===== src/common/dah_pkg.sv =====
package dah_pkg;

  // ***************************************************************
  // apb register map
  // ***************************************************************
  localparam logic [7:0]  ADDR_CFG     = 8'h00;
  localparam logic [7:0]  ADDR_STATUS  = 8'h04;
  localparam logic [7:0]  ADDR_CTRL    = 8'h08;
  localparam int          CTRL_CLOSE   = 0;

  // ***************************************************************
  // mode register: {ecas[3:0], bank[1:0], col[10:0], row[10:0]}
  // ***************************************************************
  localparam int          ROW_W        = 11;
  localparam int          COL_W        = 11;
  localparam int          BANK_W       = 2;
  localparam int          ECAS_W       = 4;
  localparam int          MODE_W       = 28;
  localparam logic [27:0] MODE_RST     = 28'h0000000;
  localparam int          POS_ACC_MODE = 0;
  localparam int          POS_TERM_LO  = 1;
  localparam int          POS_NIBBLE   = 3;
  localparam int          POS_ACK_FALL = 4;
  localparam int          POS_WAIT_MODE = 6;
  localparam int          POS_ACK_CNT  = 11;
  localparam int          STATUS_W     = 12;

  // termination modes held in the mode register
  localparam logic [1:0]  TERM_SINGLE  = 2'h0;
  localparam logic [1:0]  TERM_PAGE    = 2'h1;
  localparam logic [1:0]  TERM_CACHE   = 2'h2;
  localparam logic [1:0]  TERM_INHIBIT = 2'h3;

  // ***************************************************************
  // timing and burst
  // ***************************************************************
  localparam logic [2:0]  ACK_CNT_MIN  = 3'h1;
  localparam logic [1:0]  BURST_LAST   = 2'h3;

  typedef enum logic [6:0] {
    S_IDLE  = 7'b0000001,
    S_PRECH = 7'b0000010,
    S_WAITQ = 7'b0000100,
    S_COUNT = 7'b0001000,
    S_ACK   = 7'b0010000,
    S_HOLD  = 7'b0100000,
    S_SPARE = 7'b1000000
  } dah_state_t;

  typedef struct packed {
    dah_state_t  st;
    logic [2:0]  cnt;
    logic        wait_used;
    logic [1:0]  beat;
    logic [10:0] row;
    logic [10:0] col;
    logic [1:0]  bank;
    logic        page_open;
    logic [10:0] open_row;
    logic [1:0]  open_bank;
    logic        ras_n;
    logic        cas_n;
    logic        ack_n;
    logic        grant_n;
  } dah_core_t;

  typedef struct packed {
    logic [27:0] mode;
    logic        close_page;
    logic [31:0] prdata;
    logic        pslverr;
  } dah_regs_t;

endpackage


===== src/common/dah_cfg_if.sv =====
`timescale 1ns/1ps
`default_nettype none
interface dah_cfg_if;
  logic [27:0] mode;
  logic        close_page;
  logic        busy;
  logic [11:0] status;

  modport regs (
    output mode,
    output close_page,
    input  busy,
    input  status
  );

  modport core (
    input  mode,
    input  close_page,
    output busy,
    output status
  );
endinterface
`default_nettype wire


===== src/core/dah_regs.sv =====
`timescale 1ns/1ps
`default_nettype none
module dah_regs (
  input  wire logic        pclk,
  input  wire logic        presetn,
  input  wire logic        psel,
  input  wire logic        penable,
  input  wire logic        pwrite,
  input  wire logic [7:0]  paddr,
  input  wire logic [31:0] pwdata,
  output logic      [31:0] prdata,
  output logic             pslverr,
  input  wire logic        mode_load_strobe,
  input  wire logic [10:0] row_in,
  input  wire logic [10:0] col_in,
  input  wire logic [1:0]  bank_in,
  input  wire logic [3:0]  ecas_in,
  dah_cfg_if.regs          cfg
);

  dah_pkg::dah_regs_t r;
  dah_pkg::dah_regs_t next_r;
  logic               setup;
  logic               wr;
  logic               hit;

  assign setup = psel && !penable;
  assign wr    = psel && penable && pwrite;
  assign hit   = (paddr == dah_pkg::ADDR_CFG) ||
                 (paddr == dah_pkg::ADDR_STATUS) ||
                 (paddr == dah_pkg::ADDR_CTRL);

  always_comb begin
    next_r            = r;
    next_r.close_page = 1'b0;
    // read data and error are fixed at the setup edge
    if (setup) begin
      next_r.pslverr = !hit || (pwrite && paddr == dah_pkg::ADDR_CFG
                                && cfg.busy);
      next_r.prdata  = 32'h00000000;
      if (!pwrite && paddr == dah_pkg::ADDR_CFG) begin
        next_r.prdata[27:0] = r.mode;
      end else if (!pwrite && paddr == dah_pkg::ADDR_STATUS) begin
        next_r.prdata[11:0] = cfg.status;
      end
    end
    if (wr && paddr == dah_pkg::ADDR_CFG && !cfg.busy) begin
      next_r.mode = pwdata[27:0];
    end
    if (wr && paddr == dah_pkg::ADDR_CTRL) begin
      next_r.close_page = pwdata[dah_pkg::CTRL_CLOSE];
    end
    if (mode_load_strobe && !cfg.busy) begin
      next_r.mode = {ecas_in, bank_in, col_in, row_in};
    end
  end

  always_ff @(posedge pclk or negedge presetn) begin
    if (!presetn) begin
      r <= '{mode: dah_pkg::MODE_RST, close_page: 1'b0,
             prdata: 32'h00000000, pslverr: 1'b0};
    end else begin
      r <= next_r;
    end
  end

  assign prdata         = r.prdata;
  assign pslverr        = r.pslverr;
  assign cfg.mode       = r.mode;
  assign cfg.close_page = r.close_page;

endmodule
`default_nettype wire


===== src/core/dah_access.sv =====
// What this block does
// - address strobe latches row, column, bank and starts an access
// - access mode 0 is latch enable, mode 1 is address strobe
// - access starts only with chip select active
// - single mode: request removal raises ras and cas
// - page mode with page dram: request removal raises only cas, ras held; with nibble dram ras rises too
// - burst inhibit mode samples termination at ack-negating edge
// - burst inhibit stops the device from continuing the burst
// - inhibit ends nibble with ras and cas, page with cas only
// - ack ends processor access; in single and page modes held until request removal
// - burst modes negate ack one edge after asserting it
// - wait mode 0: wait insert sampled once at ack point
// - wait seen in mode 0 adds one edge, no resample
// - wait mode 1: sample at start, defer count if active
// - wait mode 1: resample each edge, then count and stop
// - grant follows access ras, delayed for deferred accesses
// - mode load strobe captures address pins into mode register
//
// The register addresses and the APB slave port were chosen for this implementation.
`timescale 1ns/1ps
`default_nettype none
module dah_access (
  input  wire logic        pclk,
  input  wire logic        presetn,
  input  wire logic        psel,
  input  wire logic        penable,
  input  wire logic        pwrite,
  input  wire logic [7:0]  paddr,
  input  wire logic [31:0] pwdata,
  output logic      [31:0] prdata,
  output logic             pready,
  output logic             pslverr,
  input  wire logic        address_strobe,
  input  wire logic        chip_select_n,
  input  wire logic        access_request_n,
  input  wire logic        wait_insert_n,
  input  wire logic        mode_load_strobe,
  input  wire logic [10:0] row_in,
  input  wire logic [10:0] col_in,
  input  wire logic [1:0]  bank_in,
  input  wire logic [3:0]  ecas_in,
  output logic             transfer_ack_n,
  output logic             ras_n,
  output logic             cas_n,
  output logic             grant_n,
  output logic      [10:0] row_addr,
  output logic      [10:0] col_addr,
  output logic      [1:0]  bank_sel
);

  // ***************************************************************
  // register file
  // ***************************************************************
  dah_cfg_if cfg ();

  dah_regs u_regs (
    .pclk             (pclk),
    .presetn          (presetn),
    .psel             (psel),
    .penable          (penable),
    .pwrite           (pwrite),
    .paddr            (paddr),
    .pwdata           (pwdata),
    .prdata           (prdata),
    .pslverr          (pslverr),
    .mode_load_strobe (mode_load_strobe),
    .row_in           (row_in),
    .col_in           (col_in),
    .bank_in          (bank_in),
    .ecas_in          (ecas_in),
    .cfg              (cfg.regs)
  );

  // zero-wait slave: access phase always completes
  assign pready = 1'b1;

  // ***************************************************************
  // mode fields
  // ***************************************************************
  logic       acc_strobe_mode;
  logic [1:0] term_mode;
  logic       nibble_dram;
  logic       ack_falling;
  logic       wait_mode_bit;
  logic [2:0] ack_count;
  logic [2:0] ack_load;
  logic       burst_mode;
  logic       page_like;

  assign acc_strobe_mode = cfg.mode[dah_pkg::POS_ACC_MODE];
  assign term_mode       = cfg.mode[dah_pkg::POS_TERM_LO +: 2];
  assign nibble_dram     = cfg.mode[dah_pkg::POS_NIBBLE];
  assign ack_falling     = cfg.mode[dah_pkg::POS_ACK_FALL];
  assign wait_mode_bit   = cfg.mode[dah_pkg::POS_WAIT_MODE];
  assign ack_count       = cfg.mode[dah_pkg::POS_ACK_CNT +: 3];
  assign ack_load        = (ack_count < dah_pkg::ACK_CNT_MIN) ?
                           dah_pkg::ACK_CNT_MIN : ack_count;
  assign burst_mode      = term_mode[1];
  assign page_like       = !nibble_dram;

  // ***************************************************************
  // pin qualifiers
  // ***************************************************************
  logic strobe_active;
  logic start_req;
  logic wait_active;
  logic request_held;
  logic burst_go_on;
  logic page_hit;

  // latch enable is high-true, address strobe low-true
  assign strobe_active = acc_strobe_mode ? !address_strobe : address_strobe;
  assign start_req     = strobe_active && !chip_select_n;
  assign wait_active   = !wait_insert_n;
  assign request_held  = !access_request_n;

  // ***************************************************************
  // access state
  // ***************************************************************
  dah_pkg::dah_core_t s;
  dah_pkg::dah_core_t next_s;

  assign page_hit = s.page_open && (row_in == s.open_row) &&
                    (bank_in == s.open_bank);

  // termination pin read as cache request or burst inhibit
  always_comb begin
    if (term_mode == dah_pkg::TERM_CACHE) begin
      burst_go_on = request_held && (s.beat != dah_pkg::BURST_LAST);
    end else begin
      burst_go_on = !request_held && (s.beat != dah_pkg::BURST_LAST);
    end
  end

  always_comb begin
    next_s = s;

    // latch enable is transparent while idle and high
    if (s.st == dah_pkg::S_IDLE && !acc_strobe_mode && address_strobe) begin
      next_s.row  = row_in;
      next_s.col  = col_in;
      next_s.bank = bank_in;
    end

    case (s.st)
      dah_pkg::S_IDLE: begin
        if (cfg.close_page && s.page_open) begin
          next_s.page_open = 1'b0;
          next_s.ras_n     = 1'b1;
          next_s.grant_n   = 1'b1;
        end else if (start_req) begin
          // capture addresses and begin the access
          next_s.row       = row_in;
          next_s.col       = col_in;
          next_s.bank      = bank_in;
          next_s.beat      = 2'h0;
          next_s.wait_used = 1'b0;
          next_s.cnt       = ack_load;
          if (s.page_open && !page_hit) begin
            // page miss defers ras and grant
            next_s.ras_n     = 1'b1;
            next_s.grant_n   = 1'b1;
            next_s.page_open = 1'b0;
            next_s.st        = dah_pkg::S_PRECH;
          end else begin
            next_s.ras_n     = 1'b0;
            next_s.grant_n   = 1'b0;
            next_s.page_open = 1'b0;
            if (wait_mode_bit && wait_active) begin
              next_s.st = dah_pkg::S_WAITQ;
            end else begin
              next_s.wait_used = wait_mode_bit;
              next_s.st        = dah_pkg::S_COUNT;
            end
          end
        end
      end

      dah_pkg::S_PRECH: begin
        // one precharge cycle, then ras for the deferred access
        next_s.ras_n   = 1'b0;
        next_s.grant_n = 1'b0;
        next_s.cnt     = ack_load;
        if (wait_mode_bit && wait_active) begin
          next_s.st = dah_pkg::S_WAITQ;
        end else begin
          next_s.wait_used = wait_mode_bit;
          next_s.st        = dah_pkg::S_COUNT;
        end
      end

      dah_pkg::S_WAITQ: begin
        next_s.cas_n = 1'b0;
        // resample until negated, then stop sampling
        if (!wait_active) begin
          next_s.cnt       = ack_load;
          next_s.wait_used = 1'b1;
          next_s.st        = dah_pkg::S_COUNT;
        end
      end

      dah_pkg::S_COUNT: begin
        next_s.cas_n = 1'b0;
        if (s.cnt <= dah_pkg::ACK_CNT_MIN) begin
          // single sample at the ack point
          if (!s.wait_used && wait_active) begin
            next_s.wait_used = 1'b1;
          end else begin
            // assert ack to end the cpu access
            next_s.ack_n = 1'b0;
            next_s.st    = dah_pkg::S_ACK;
          end
        end else begin
          next_s.cnt = s.cnt - 3'h1;
        end
      end

      dah_pkg::S_ACK: begin
        if (burst_mode) begin
          next_s.ack_n = 1'b1;
          if (burst_go_on) begin
            next_s.beat      = s.beat + 2'h1;
            next_s.cnt       = ack_load;
            next_s.wait_used = 1'b1;
            next_s.st        = dah_pkg::S_COUNT;
          end else begin
            // nibble closes row, page keeps it
            next_s.cas_n = 1'b1;
            next_s.st    = dah_pkg::S_IDLE;
            if (nibble_dram) begin
              next_s.ras_n   = 1'b1;
              next_s.grant_n = 1'b1;
            end else begin
              next_s.page_open = 1'b1;
              next_s.open_row  = s.row;
              next_s.open_bank = s.bank;
            end
          end
        end else begin
          next_s.st = dah_pkg::S_HOLD;
          if (!request_held) begin
            next_s.st = dah_pkg::S_HOLD;
          end
        end
      end

      dah_pkg::S_HOLD: begin
        // ack stays until the request goes away
        if (!request_held) begin
          next_s.ack_n = 1'b1;
          next_s.cas_n = 1'b1;
          next_s.st    = dah_pkg::S_IDLE;
          if (term_mode == dah_pkg::TERM_PAGE && page_like) begin
            // only cas rises, row stays open
            next_s.page_open = 1'b1;
            next_s.open_row  = s.row;
            next_s.open_bank = s.bank;
          end else begin
            next_s.ras_n   = 1'b1;
            next_s.grant_n = 1'b1;
          end
        end
      end

      default: begin
        next_s.st      = dah_pkg::S_IDLE;
        next_s.ras_n   = 1'b1;
        next_s.cas_n   = 1'b1;
        next_s.ack_n   = 1'b1;
        next_s.grant_n = 1'b1;
      end
    endcase
  end

  always_ff @(posedge pclk or negedge presetn) begin
    if (!presetn) begin
      s <= '{st: dah_pkg::S_IDLE, cnt: 3'h0, wait_used: 1'b0,
             beat: 2'h0, row: 11'h000, col: 11'h000, bank: 2'h0,
             page_open: 1'b0, open_row: 11'h000, open_bank: 2'h0,
             ras_n: 1'b1, cas_n: 1'b1, ack_n: 1'b1, grant_n: 1'b1};
    end else begin
      s <= next_s;
    end
  end

  // ***************************************************************
  // outputs and status
  // ***************************************************************
  // mode locked while an access or open page exists
  assign cfg.busy   = (s.st != dah_pkg::S_IDLE) || s.page_open;
  assign cfg.status = {s.page_open, s.grant_n, s.cas_n, s.ras_n,
                       s.ack_n, s.st};

  assign transfer_ack_n = s.ack_n;
  assign ras_n          = s.ras_n;
  assign cas_n          = s.cas_n;
  assign grant_n        = s.grant_n;
  assign row_addr       = s.row;
  assign col_addr       = s.col;
  assign bank_sel       = s.bank;

  // acknowledge edge select is kept in the mode word only; all timing
  // here runs on the rising edge of the single clock
  logic unused_cfg;
  assign unused_cfg = ack_falling;

endmodule
`default_nettype wire


===== config.mk =====
export PLATFORM = sky130hd
export DESIGN_NAME = dah_access
export DESIGN_NICKNAME = d
export VERILOG_FILES = /design/src/common/dah_pkg.sv /design/src/common/dah_cfg_if.sv /design/src/core/dah_regs.sv /design/src/core/dah_access.sv
export SDC_FILE = /design/constraint.sdc
export NUM_CORES = 1
export LEC_CHECK = 0
export BUFFER_PORTS_ARGS = -buffer_cell sky130_fd_sc_hd__buf_2
export CAP_MARGIN = 10
export CORE_UTILIZATION = 45
export CTS_CLUSTER_DIAMETER = 200
export DETAILED_ROUTE_END_ITERATION = 8
export GPL_TIMING_DRIVEN = 0
export PLACE_DENSITY = 0.69
export SLEW_MARGIN = 25
export SYNTH_ARGS = -nofsm -noshare
export SYNTH_HDL_FRONTEND = slang
export SYNTH_SLANG_ARGS = --single-unit

===== constraint.sdc =====
create_clock -name pclk -period 8.35 [get_ports pclk]
set_clock_uncertainty 0.15 [all_clocks]
set_input_delay 1.2525 -clock pclk [delete_from_list [all_inputs] [get_ports pclk]]
set_output_delay 1.2525 -clock pclk [all_outputs]
set_load 0.005 [all_outputs]

==> flow_metrics.env, run 1 <==
export IMPL_yosysSeqAreaShare=0.504
export IMPL_cts_buffer_depth=2
export IMPL_post_cts_resized=0
export IMPL_timing_max_cap_violations=0
export IMPL_diodes=0
export IMPL_hold_slack_ps=330
export IMPL_slew_headroom=0.347
export IMPL_worstMarginPinSlew_ps=971
export IMPL_leakagePower_uw=0.00333
export IMPL_io_buffers=130
export IMPL_wl_um=13800
export IMPL_ant_nets=0
export IMPL_timing_final_crit_share=0.385
export IMPL_drc=0
export IMPL_synth_top_area_share=0.484
export IMPL_end_kind="register"
export IMPL_ys_flop_type="dfrtp_1"
export IMPL_final_common_cell="buf_2"
export IMPL_drt_wirelength_per_cell_um=16.7
export IMPL_vias_per_cell=5.30
export IMPL_fin_nets=760
export IMPL_crit_fanout=10
export IMPL_tns_ps=0
export IMPL_drt_iter0_markers=242
export IMPL_synth_cells=534
export IMPL_max_freq_mhz=311
export IMPL_cp_start_kind="register"
export IMPL_min_period_ps=3210
export IMPL_syn_cell_area_um2=5530
export IMPL_final_cell_mix="buf_2, dfrtp_1, nand2_1"
export IMPL_grt_setup_unrepaired="no"
export IMPL_cellPowerDensity_nw_per_um2=305
export IMPL_vias=4404
export IMPL_setup_viol=0
export IMPL_status="completed"
export IMPL_ys_types=62
export IMPL_synth_area_leader_cell="dfrtp_1"
export IMPL_cts_setup_buffers=0
export IMPL_ys_warn_count=0
export IMPL_grt_pass1_wl_um=22500
export IMPL_busiest_layer="met2"
export IMPL_clk_pin_slew_worst_paths_ps=80
export IMPL_cts_root_buffer="clkbuf_16"
export IMPL_cp_arrival_ps=3290
export IMPL_core_rowCount=40
export IMPL_grt_max_degree=79
export IMPL_insertion_delay_ps=350
export IMPL_ys_seq_elements=111
export IMPL_hold_violations=0
export IMPL_start_util=0.460
export IMPL_cts_tree="yes"
export IMPL_clock_sinks=111
export IMPL_synth_edff_count=0
export IMPL_cts_buffers_inserted=9
export IMPL_die_x_um=113
export IMPL_core_um2=12000
export IMPL_total_power_uw=2040
export IMPL_met3_usage=0.0311
export IMPL_die_h_um=113
export IMPL_area_growth_pct=21.2
export IMPL_overflow=0
export IMPL_htreeDepth=3
export IMPL_synth_async_reset_ratio=1.00
export IMPL_cts_hold_buf=0
export IMPL_grt_pass1_vias=4282
export IMPL_synthTopCellsByArea="dfrtp_1, mux2_1, mux2i_1"
export IMPL_use_met2=0.363
export IMPL_critPathKind="register to register"
export IMPL_first_pass_iters=4
export IMPL_grt_use_met1=0.318
export IMPL_gp_congestion=0.869
export IMPL_ios=140
export IMPL_final_util=0.558
export IMPL_layout_drive_gt1_share=0.300
export IMPL_synth_avg_cell_area_um2=10.3
export IMPL_place_hpwl_um=10800
export IMPL_ir_worst_vdd_mv=0.159
export IMPL_holdCritPathClass="register to register"
export IMPL_dieArea_um2=12700
export IMPL_track_usage=0.229
export IMPL_drv_slew=0
export IMPL_cp_required_ps=8430
export IMPL_antenna_found_initial=0
-- critical path, cell delays in order (launching register included) --
cell      delay, ps
dfrtp_1         380
clkbuf_1        210
nor4_1          590
nand3b_1        330
or3_1           430
a21oi_2         390
buf_4           270
mux2_1          340
-- registers in the layout, indices dropped and copies added (netlist names), 2 cells and up --
register	flops
col_addr	11
u_regs.prdata	28
bank_sel	2
s	19
u_regs.cfg.mode	28
cfg.status	7
row_addr	11
-- per-layer routing --
layer,vias to the layer above,part of all wire
met5,-,0
met4,0,0.022
met3,23,0.042
met2,110,0.47
met1,2144,0.47
li1,2127,-
-- layout make-up --
class	instances	area, um2
multi-input cells	359	2350
inverters	7	26.3
plain buffers	60	375
fillers	1090	5320
well taps	147	184
repair buffers	131	684
clock inverters	6	51.3
flip-flops and latches	111	2780
clock buffers	10	239
-- Yosys cell counts (4+ instances only) --
library cell / n
mux2_1: 38
nand4_1: 4
xnor2_1: 11
nor2_1: 49
buf_4: 32
o21ai_1: 27
xor2_1: 7
inv_1: 7
nand3_1: 5
clkbuf_1: 18
mux2i_1: 29
nor3_1: 6
buf_2: 6
a22oi_1: 11
dfrtp_1: 107
dfstp_2: 4
a21oi_1: 38
o21ai_0: 15
nor4_1: 4
nand2_1: 54
-- path summary, 6_finish.rpt --
path / startpoint / to / slack [ps] / cells after the start
worst max-delay path: cfg.status[3] / s[9] / 5140 / 7
worst min-delay path: u_regs.prdata[27] / u_regs.prdata[27] / 330 / 2
worst max register to register: cfg.status[3] / s[9] / 5140 / 7
worst min register to register: u_regs.prdata[27] / u_regs.prdata[27] / 330 / 2
max in group asynchronous: presetn / u_regs.prdata[21] / 6740 / 2
min in group asynchronous: presetn / s[43] / 630 / 1
-- power breakdown --
part | internal, uW | switching, uW | leakage [uW] | total (uW)
clock network | 216 | 205 | 0.000145 | 421
registers | 711 | 139 | 0.00139 | 851
logic | 389 | 385 | 0.00180 | 774
-- logic make-up (layout without fill, tap and decap cells) --
family	after synthesis	after routing	synth area share
AOI/OAI and AO/OA	116	116	0.126
other	2	5	0.00136
adders and majority gates	3	3	0.00679
muxes	68	68	0.132
xor gates and xnor gates	18	18	0.0285
DFF	111	111	0.504
buffers and inverters	67	214	0.0727
and+or+nand+nor	149	149	0.129
-- stage by stage --
step | setup WS, ps | area [um2] | instances
after floorplan | 5420 | 5540 | 537
after global placement | 4620 | 6370 | 814
after detailed placement | 4790 | 6410 | 815
after CTS | 5160 | 6700 | 831
after global routing | 4960 | 6700 | 831
final | 5140 | 6700 | 831
Note: power is estimated with default switching activity, not from simulation.
==> inputs of run 2 (changes only) <==
- PLACE_DENSITY: 0.69 -> 0.72
- clock period: 8.35 -> 2.89 ns (I/O delays scaled with it)
==> flow_metrics.env, run 2 (synthesis gave the netlist of run 1 again) <==
export IMPL_drv_slew=0
export IMPL_grt_setup_unrepaired="yes"
export IMPL_cp_required_ps=2980
export IMPL_insertion_delay_ps=350
export IMPL_max_freq_mhz=352
export IMPL_cellPowerDensity_nw_per_um2=886
export IMPL_setup_viol=0
export IMPL_drt_iter0_markers=229
export IMPL_cts_tree="yes"
export IMPL_p_clk_frac=0.199
export IMPL_htreeDepth=3
export IMPL_die_x_um=113
export IMPL_layout_drive_gt1_share=0.317
export IMPL_io_buffers=130
export IMPL_wl_um=14100
export IMPL_p_sw_uw=2160
export IMPL_core_rowCount=40
export IMPL_track_usage=0.231
export IMPL_final_util=0.568
export IMPL_critPathKind="register to register"
export IMPL_drc=0
export IMPL_gp_congestion=0.907
export IMPL_start_util=0.460
export IMPL_dp_cells=815
export IMPL_total_power_uw=6040
export IMPL_timing_final_crit_share=0.983
export IMPL_final_cell_mix="buf_2, dfrtp_1, nand2_1"
export IMPL_vias=4528
export IMPL_fin_nets=770
export IMPL_timing_max_cap_violations=0
export IMPL_stdcell_count=841
export IMPL_vias_per_cell=5.38
export IMPL_area_growth_pct=23.4
export IMPL_ios=140
export IMPL_grt_max_degree=70
export IMPL_ant_nets=0
export IMPL_cts_buffer_depth=2
export IMPL_die_h_um=113
export IMPL_comb_power_share=0.394
export IMPL_status="completed"
export IMPL_leakagePower_uw=0.00340
export IMPL_crit_fanout=10
export IMPL_min_period_ps=2840
export IMPL_hold_slack_ps=153
export IMPL_drt_wirelength_per_cell_um=16.8
export IMPL_intPower_uw=3880
export IMPL_first_pass_iters=6
export IMPL_antenna_found_initial=0
export IMPL_grt_pass1_vias=4488
export IMPL_clock_sinks=111
export IMPL_core_um2=12000
export IMPL_worstMarginPinSlew_ps=996
export IMPL_place_hpwl_um=10600
export IMPL_cp_start_kind="register"
export IMPL_cp_arrival_ps=2930
export IMPL_dpl_instance_area_um2=6410
export IMPL_cts_root_buffer="clkbuf_16"
export IMPL_holdCritPathClass="input pin to register"
export IMPL_overflow=0
export IMPL_final_common_cell="buf_2"
export IMPL_slew_headroom=0.330
export IMPL_switching_share=0.358
export IMPL_postLayoutCellArea_um2=6820
export IMPL_dieArea_um2=12700
export IMPL_pwr_share_seq=0.408
export IMPL_clk_pin_slew_worst_paths_ps=80
export IMPL_diodes=0
export IMPL_end_kind="register"
export IMPL_ir_worst_vdd_mv=0.440
export IMPL_hold_violations=0
export IMPL_cts_buffers_inserted=9
export IMPL_grt_pass1_wl_um=22700
## run 2: cell types whose count changed in the layout (fill, tap and decap cells not counted), moves of 2 or more
cell and delta:
clkbuf_2 +3, a21oi_4 +2, buf_4 +11, a21oi_2 -2
clkbuf_1 -5
## run 2: what timing repair did
item / in CTS / in global routing
hold endpoints to repair: 42 / 0
setup endpoints to repair: 32 / 58
hold buffers: 1 / 0
buffers inserted: 0 / 9
gates resized for setup: 5 / 15
pin swaps: 0 / 3
## run 2: per-layer routing
| layer | up-vias | wire, um | global-route usage |
|---|---|---|---|
| met1 | 2189 | 6260 | 0.303 |
| met2 | 171 | 6790 | 0.375 |
| met3 | 25 | 735 | 0.0418 |
| met4 | 0 | 348 | 0.106 |
| li1 | 2143 | - | - |
| met5 | - | 0 | 0 |
## run 2: per-stage QoR
stage	TNS (ps)	worst slack [ps]
2_1_floorplan	0	265
3_5_place_dp	-2270	-142
4_1_cts	0	15.9
6_report	0	49.8
3_3_place_gp	-1650	-109
5_1_grt	-38.4	-13.4
## run 2: critical path, cell delays in order (launching register included)
cell and delay (ps):
dfrtp_1 390, clkbuf_1 240, nor4_4 410, nand3b_1 250
or3_1 420, a21oi_4 270, buf_4 250, mux2_1 340
## run 2: final timing paths
check | cells after the start | start | end | slack (ps)
worst max-delay path | 7 | cfg.status[3] | s[14] | 50
worst max register to register | 7 | cfg.status[3] | s[14] | 50
worst min register to register | 2 | u_regs.prdata[25] | u_regs.prdata[25] | 330
worst min-delay path | 2 | paddr[2] | u_regs.cfg.close_page | 150
max in group asynchronous | 3 | presetn | cfg.status[0] | 1440
min in group asynchronous | 2 | presetn | row_addr[2] | 420
## run 2: power by group through the flow
stage / combinational (uW) / clock (uW) / sequential (uW)
detailed placement: 2250 / 0 / 2480
floorplan: 1640 / 0 / 2310
global route: 2630 / 1270 / 2520
CTS: 2290 / 1220 / 2450
global placement: 2160 / 0 / 2450
finish: 2380 / 1200 / 2460
## run 2: area by class of cell
class,instances,area [um2]
fill,1035,5190
sequential,111,2780
multi-input combinational,359,2390
timing repair buffer,141,762
buffer,60,387
clock buffer,10,239
tap,147,184
clock inverter,6,45.0
inverter,7,26.3
==> inputs of run 3 (changes only) <==
- ABC_AREA: not set -> 1
==> flow_metrics.env, run 3 <==
export IMPL_end_kind="register"
export IMPL_hold_violations=0
export IMPL_r2r_start="cfg.status[0]"
export IMPL_cts_buffers_inserted=9
export IMPL_wl_um=14800
export IMPL_final_common_cell="nand2_1"
export IMPL_endpoint="row_addr[1]"
export IMPL_clock_sinks=111
export IMPL_syn_cell_area_um2=5810
export IMPL_timing_final_crit_share=0.780
export IMPL_start_util=0.460
export IMPL_place_hpwl_um=11300
export IMPL_cpMostUsedCell="buf_2"
export IMPL_leakagePower_uw=0.00375
export IMPL_track_usage=0.236
export IMPL_fin_ws_ps=636
export IMPL_crit_buf_inv=3
export IMPL_ys_seq_elements=111
export IMPL_vias_per_cell=4.82
export IMPL_synth_async_reset_ratio=1.00
export IMPL_layout_drive_gt1_share=0.261
export IMPL_synth_top_area_share=0.461
export IMPL_worstReg2RegEnd="row_addr[1]"
export IMPL_timing_max_cap_violations=0
export IMPL_dp_cells=1048
export IMPL_stdcell_count=1065
export IMPL_gp_congestion=0.942
export IMPL_synth_edff_count=0
export IMPL_cp_required_ps=3010
export IMPL_diodes=0
export IMPL_overflow=0
export IMPL_area_growth_pct=20.8
export IMPL_ys_flop_type="dfrtp_1"
export IMPL_drt_iter0_markers=358
export IMPL_htreeDepth=3
export IMPL_status="completed"
export IMPL_postLayoutCellArea_um2=7020
export IMPL_insertion_delay_ps=360
export IMPL_drt_wirelength_per_cell_um=13.9
export IMPL_ios=140
export IMPL_final_cell_mix="nand2_1, buf_2, dfrtp_1"
export IMPL_cts_hold_buf=1
export IMPL_vias=5128
export IMPL_clk_pin_slew_worst_paths_ps=70
export IMPL_synth_avg_cell_area_um2=7.83
export IMPL_cts_buffer_depth=2
export IMPL_crit_family="buffers and inverters"
export IMPL_synthTopCellsByArea="dfrtp_1, nand2_1, inv_1"
export IMPL_crit_path_start="cfg.status[0]"
export IMPL_ys_types=41
export IMPL_core_um2=12600
export IMPL_fin_nets=969
export IMPL_synth_cells=742
export IMPL_ant_nets=0
export IMPL_cp_cell_sequence="inv_1 > nor2_2 > nand3_4 > a21oi_1 > buf_2 > buf_2 > nand2_1 > o21ai_0"
export IMPL_worstMarginPinSlew_ps=657
export IMPL_drv_slew=0
export IMPL_ys_warn_count=0
export IMPL_dieArea_um2=13400
export IMPL_yosysSeqAreaShare=0.479
export IMPL_slowest_stage="dfstp_2"
export IMPL_ir_worst_vdd_mv=0.532
export IMPL_reg2reg_slack_ps=640
export IMPL_cts_root_buffer="clkbuf_16"
export IMPL_grt_pass1_wl_um=23700
export IMPL_setup_viol=0
export IMPL_grt_max_degree=74
export IMPL_tns_ps=0
export IMPL_grt_pass1_vias=4705
export IMPL_max_freq_mhz=444
export IMPL_synth_most_common_cell="nand2_1"
export IMPL_synth_area_leader_cell="dfrtp_1"
export IMPL_die_h_um=116
export IMPL_holdCritStartpoint="col_in[5]"
export IMPL_ys_top_cells_by_count="nand2_1, dfrtp_1, inv_1"
export IMPL_post_cts_resized=0
export IMPL_cp_depth=8
export IMPL_cp_start_kind="register"
export IMPL_cp_arrival_ps=2380
export IMPL_antenna_found_initial=0
export IMPL_core_rowCount=41
export IMPL_critPathKind="register to register"
export IMPL_grt_setup_unrepaired="no"
export IMPL_cts_tree="yes"
export IMPL_max_stage_delay_ps=560
export IMPL_cellPowerDensity_nw_per_um2=868
export IMPL_first_pass_iters=5
export IMPL_slew_headroom=0.560
export IMPL_total_power_uw=6090
export IMPL_drc=0
export IMPL_pre_cts_ws_ps=641
export IMPL_min_period_ps=2250
export IMPL_cts_setup_buffers=0
export IMPL_io_buffers=130
export IMPL_rr_worst_depth=8
export IMPL_crit_fanout=10
export IMPL_holdCritPathClass="input pin to register"
export IMPL_dpl_instance_area_um2=6720
export IMPL_die_x_um=116
run 3: cell types whose count changed in the layout (fill, tap and decap cells not counted), sizes merged, moves of 11 or more:
cell | before | now
nand2 | 54 | 223
a22oi | 11 | 0
a21oi | 40 | 12
a31oi | 1 | 24
mux2i | 29 | 0
nor2 | 51 | 89
o21ai | 42 | 57
mux2 | 39 | 0
inv | 8 | 93
nand3 | 5 | 32
run 3: worst min-delay path, stage by stage:
cell	delay (ps)
buf_2	90
nand2_1	40
o21ai_0	60
run 3: worst min path at each step:
stage / end / slack, ps / cells past startpoint
final: col_addr[5] / 160 / 3
after global routing: col_addr[10] / 160 / 3
after CTS: col_addr[1] / 150 / 3
after global placement: u_regs.prdata[14] / 310 / 2
after detailed placement: u_regs.prdata[24] / 220 / 1
after floorplan: bank_sel[0] / -10 / 0
run 3: per-layer routing:
metal  wire, um  track usage  vias to the layer above
met5          0            0                        -
met4        271       0.0961                        0
met3        860       0.0329                       18
met2       6550        0.357                      171
met1       7100        0.340                     2339
li1           -            -                     2600
run 3: cell type report:
cell class,instances,area (um2)
Buffer,56,384
Clock buffer,14,274
Clock inverter,2,13.8
Fill cell,1229,5600
Inverter,93,349
Multi-Input combinational cell,485,2300
Sequential cell,111,2780
Tap cell,172,215
Timing Repair Buffer,132,694
run 3: through the flow:
| step | utilization | hold WS (ps) |
|---|---|---|
| detailed placement | 0.532 | 220 |
| global placement | 0.530 | 309 |
| floorplan | - | -12.1 |
| global route | 0.556 | 162 |
| finish | 0.556 | 160 |
| CTS | 0.556 | 147 |
run 3: kinds of logic after synthesis:
group                      share of synthesized area
AOI/OAI and AO/OA                              0.115
xor gates and xnor gates                     0.00302
adders and majority gates                    0.00646
buffers and inverters                          0.126
DFF                                            0.479
other                                        0.00129
and+or+nand+nor                                0.268
run 3: power by group:
group | internal [uW] | switching (uW)
registers | 2050 | 339
clock network | 657 | 563
logic | 1050 | 1430
total | 3760 | 2330
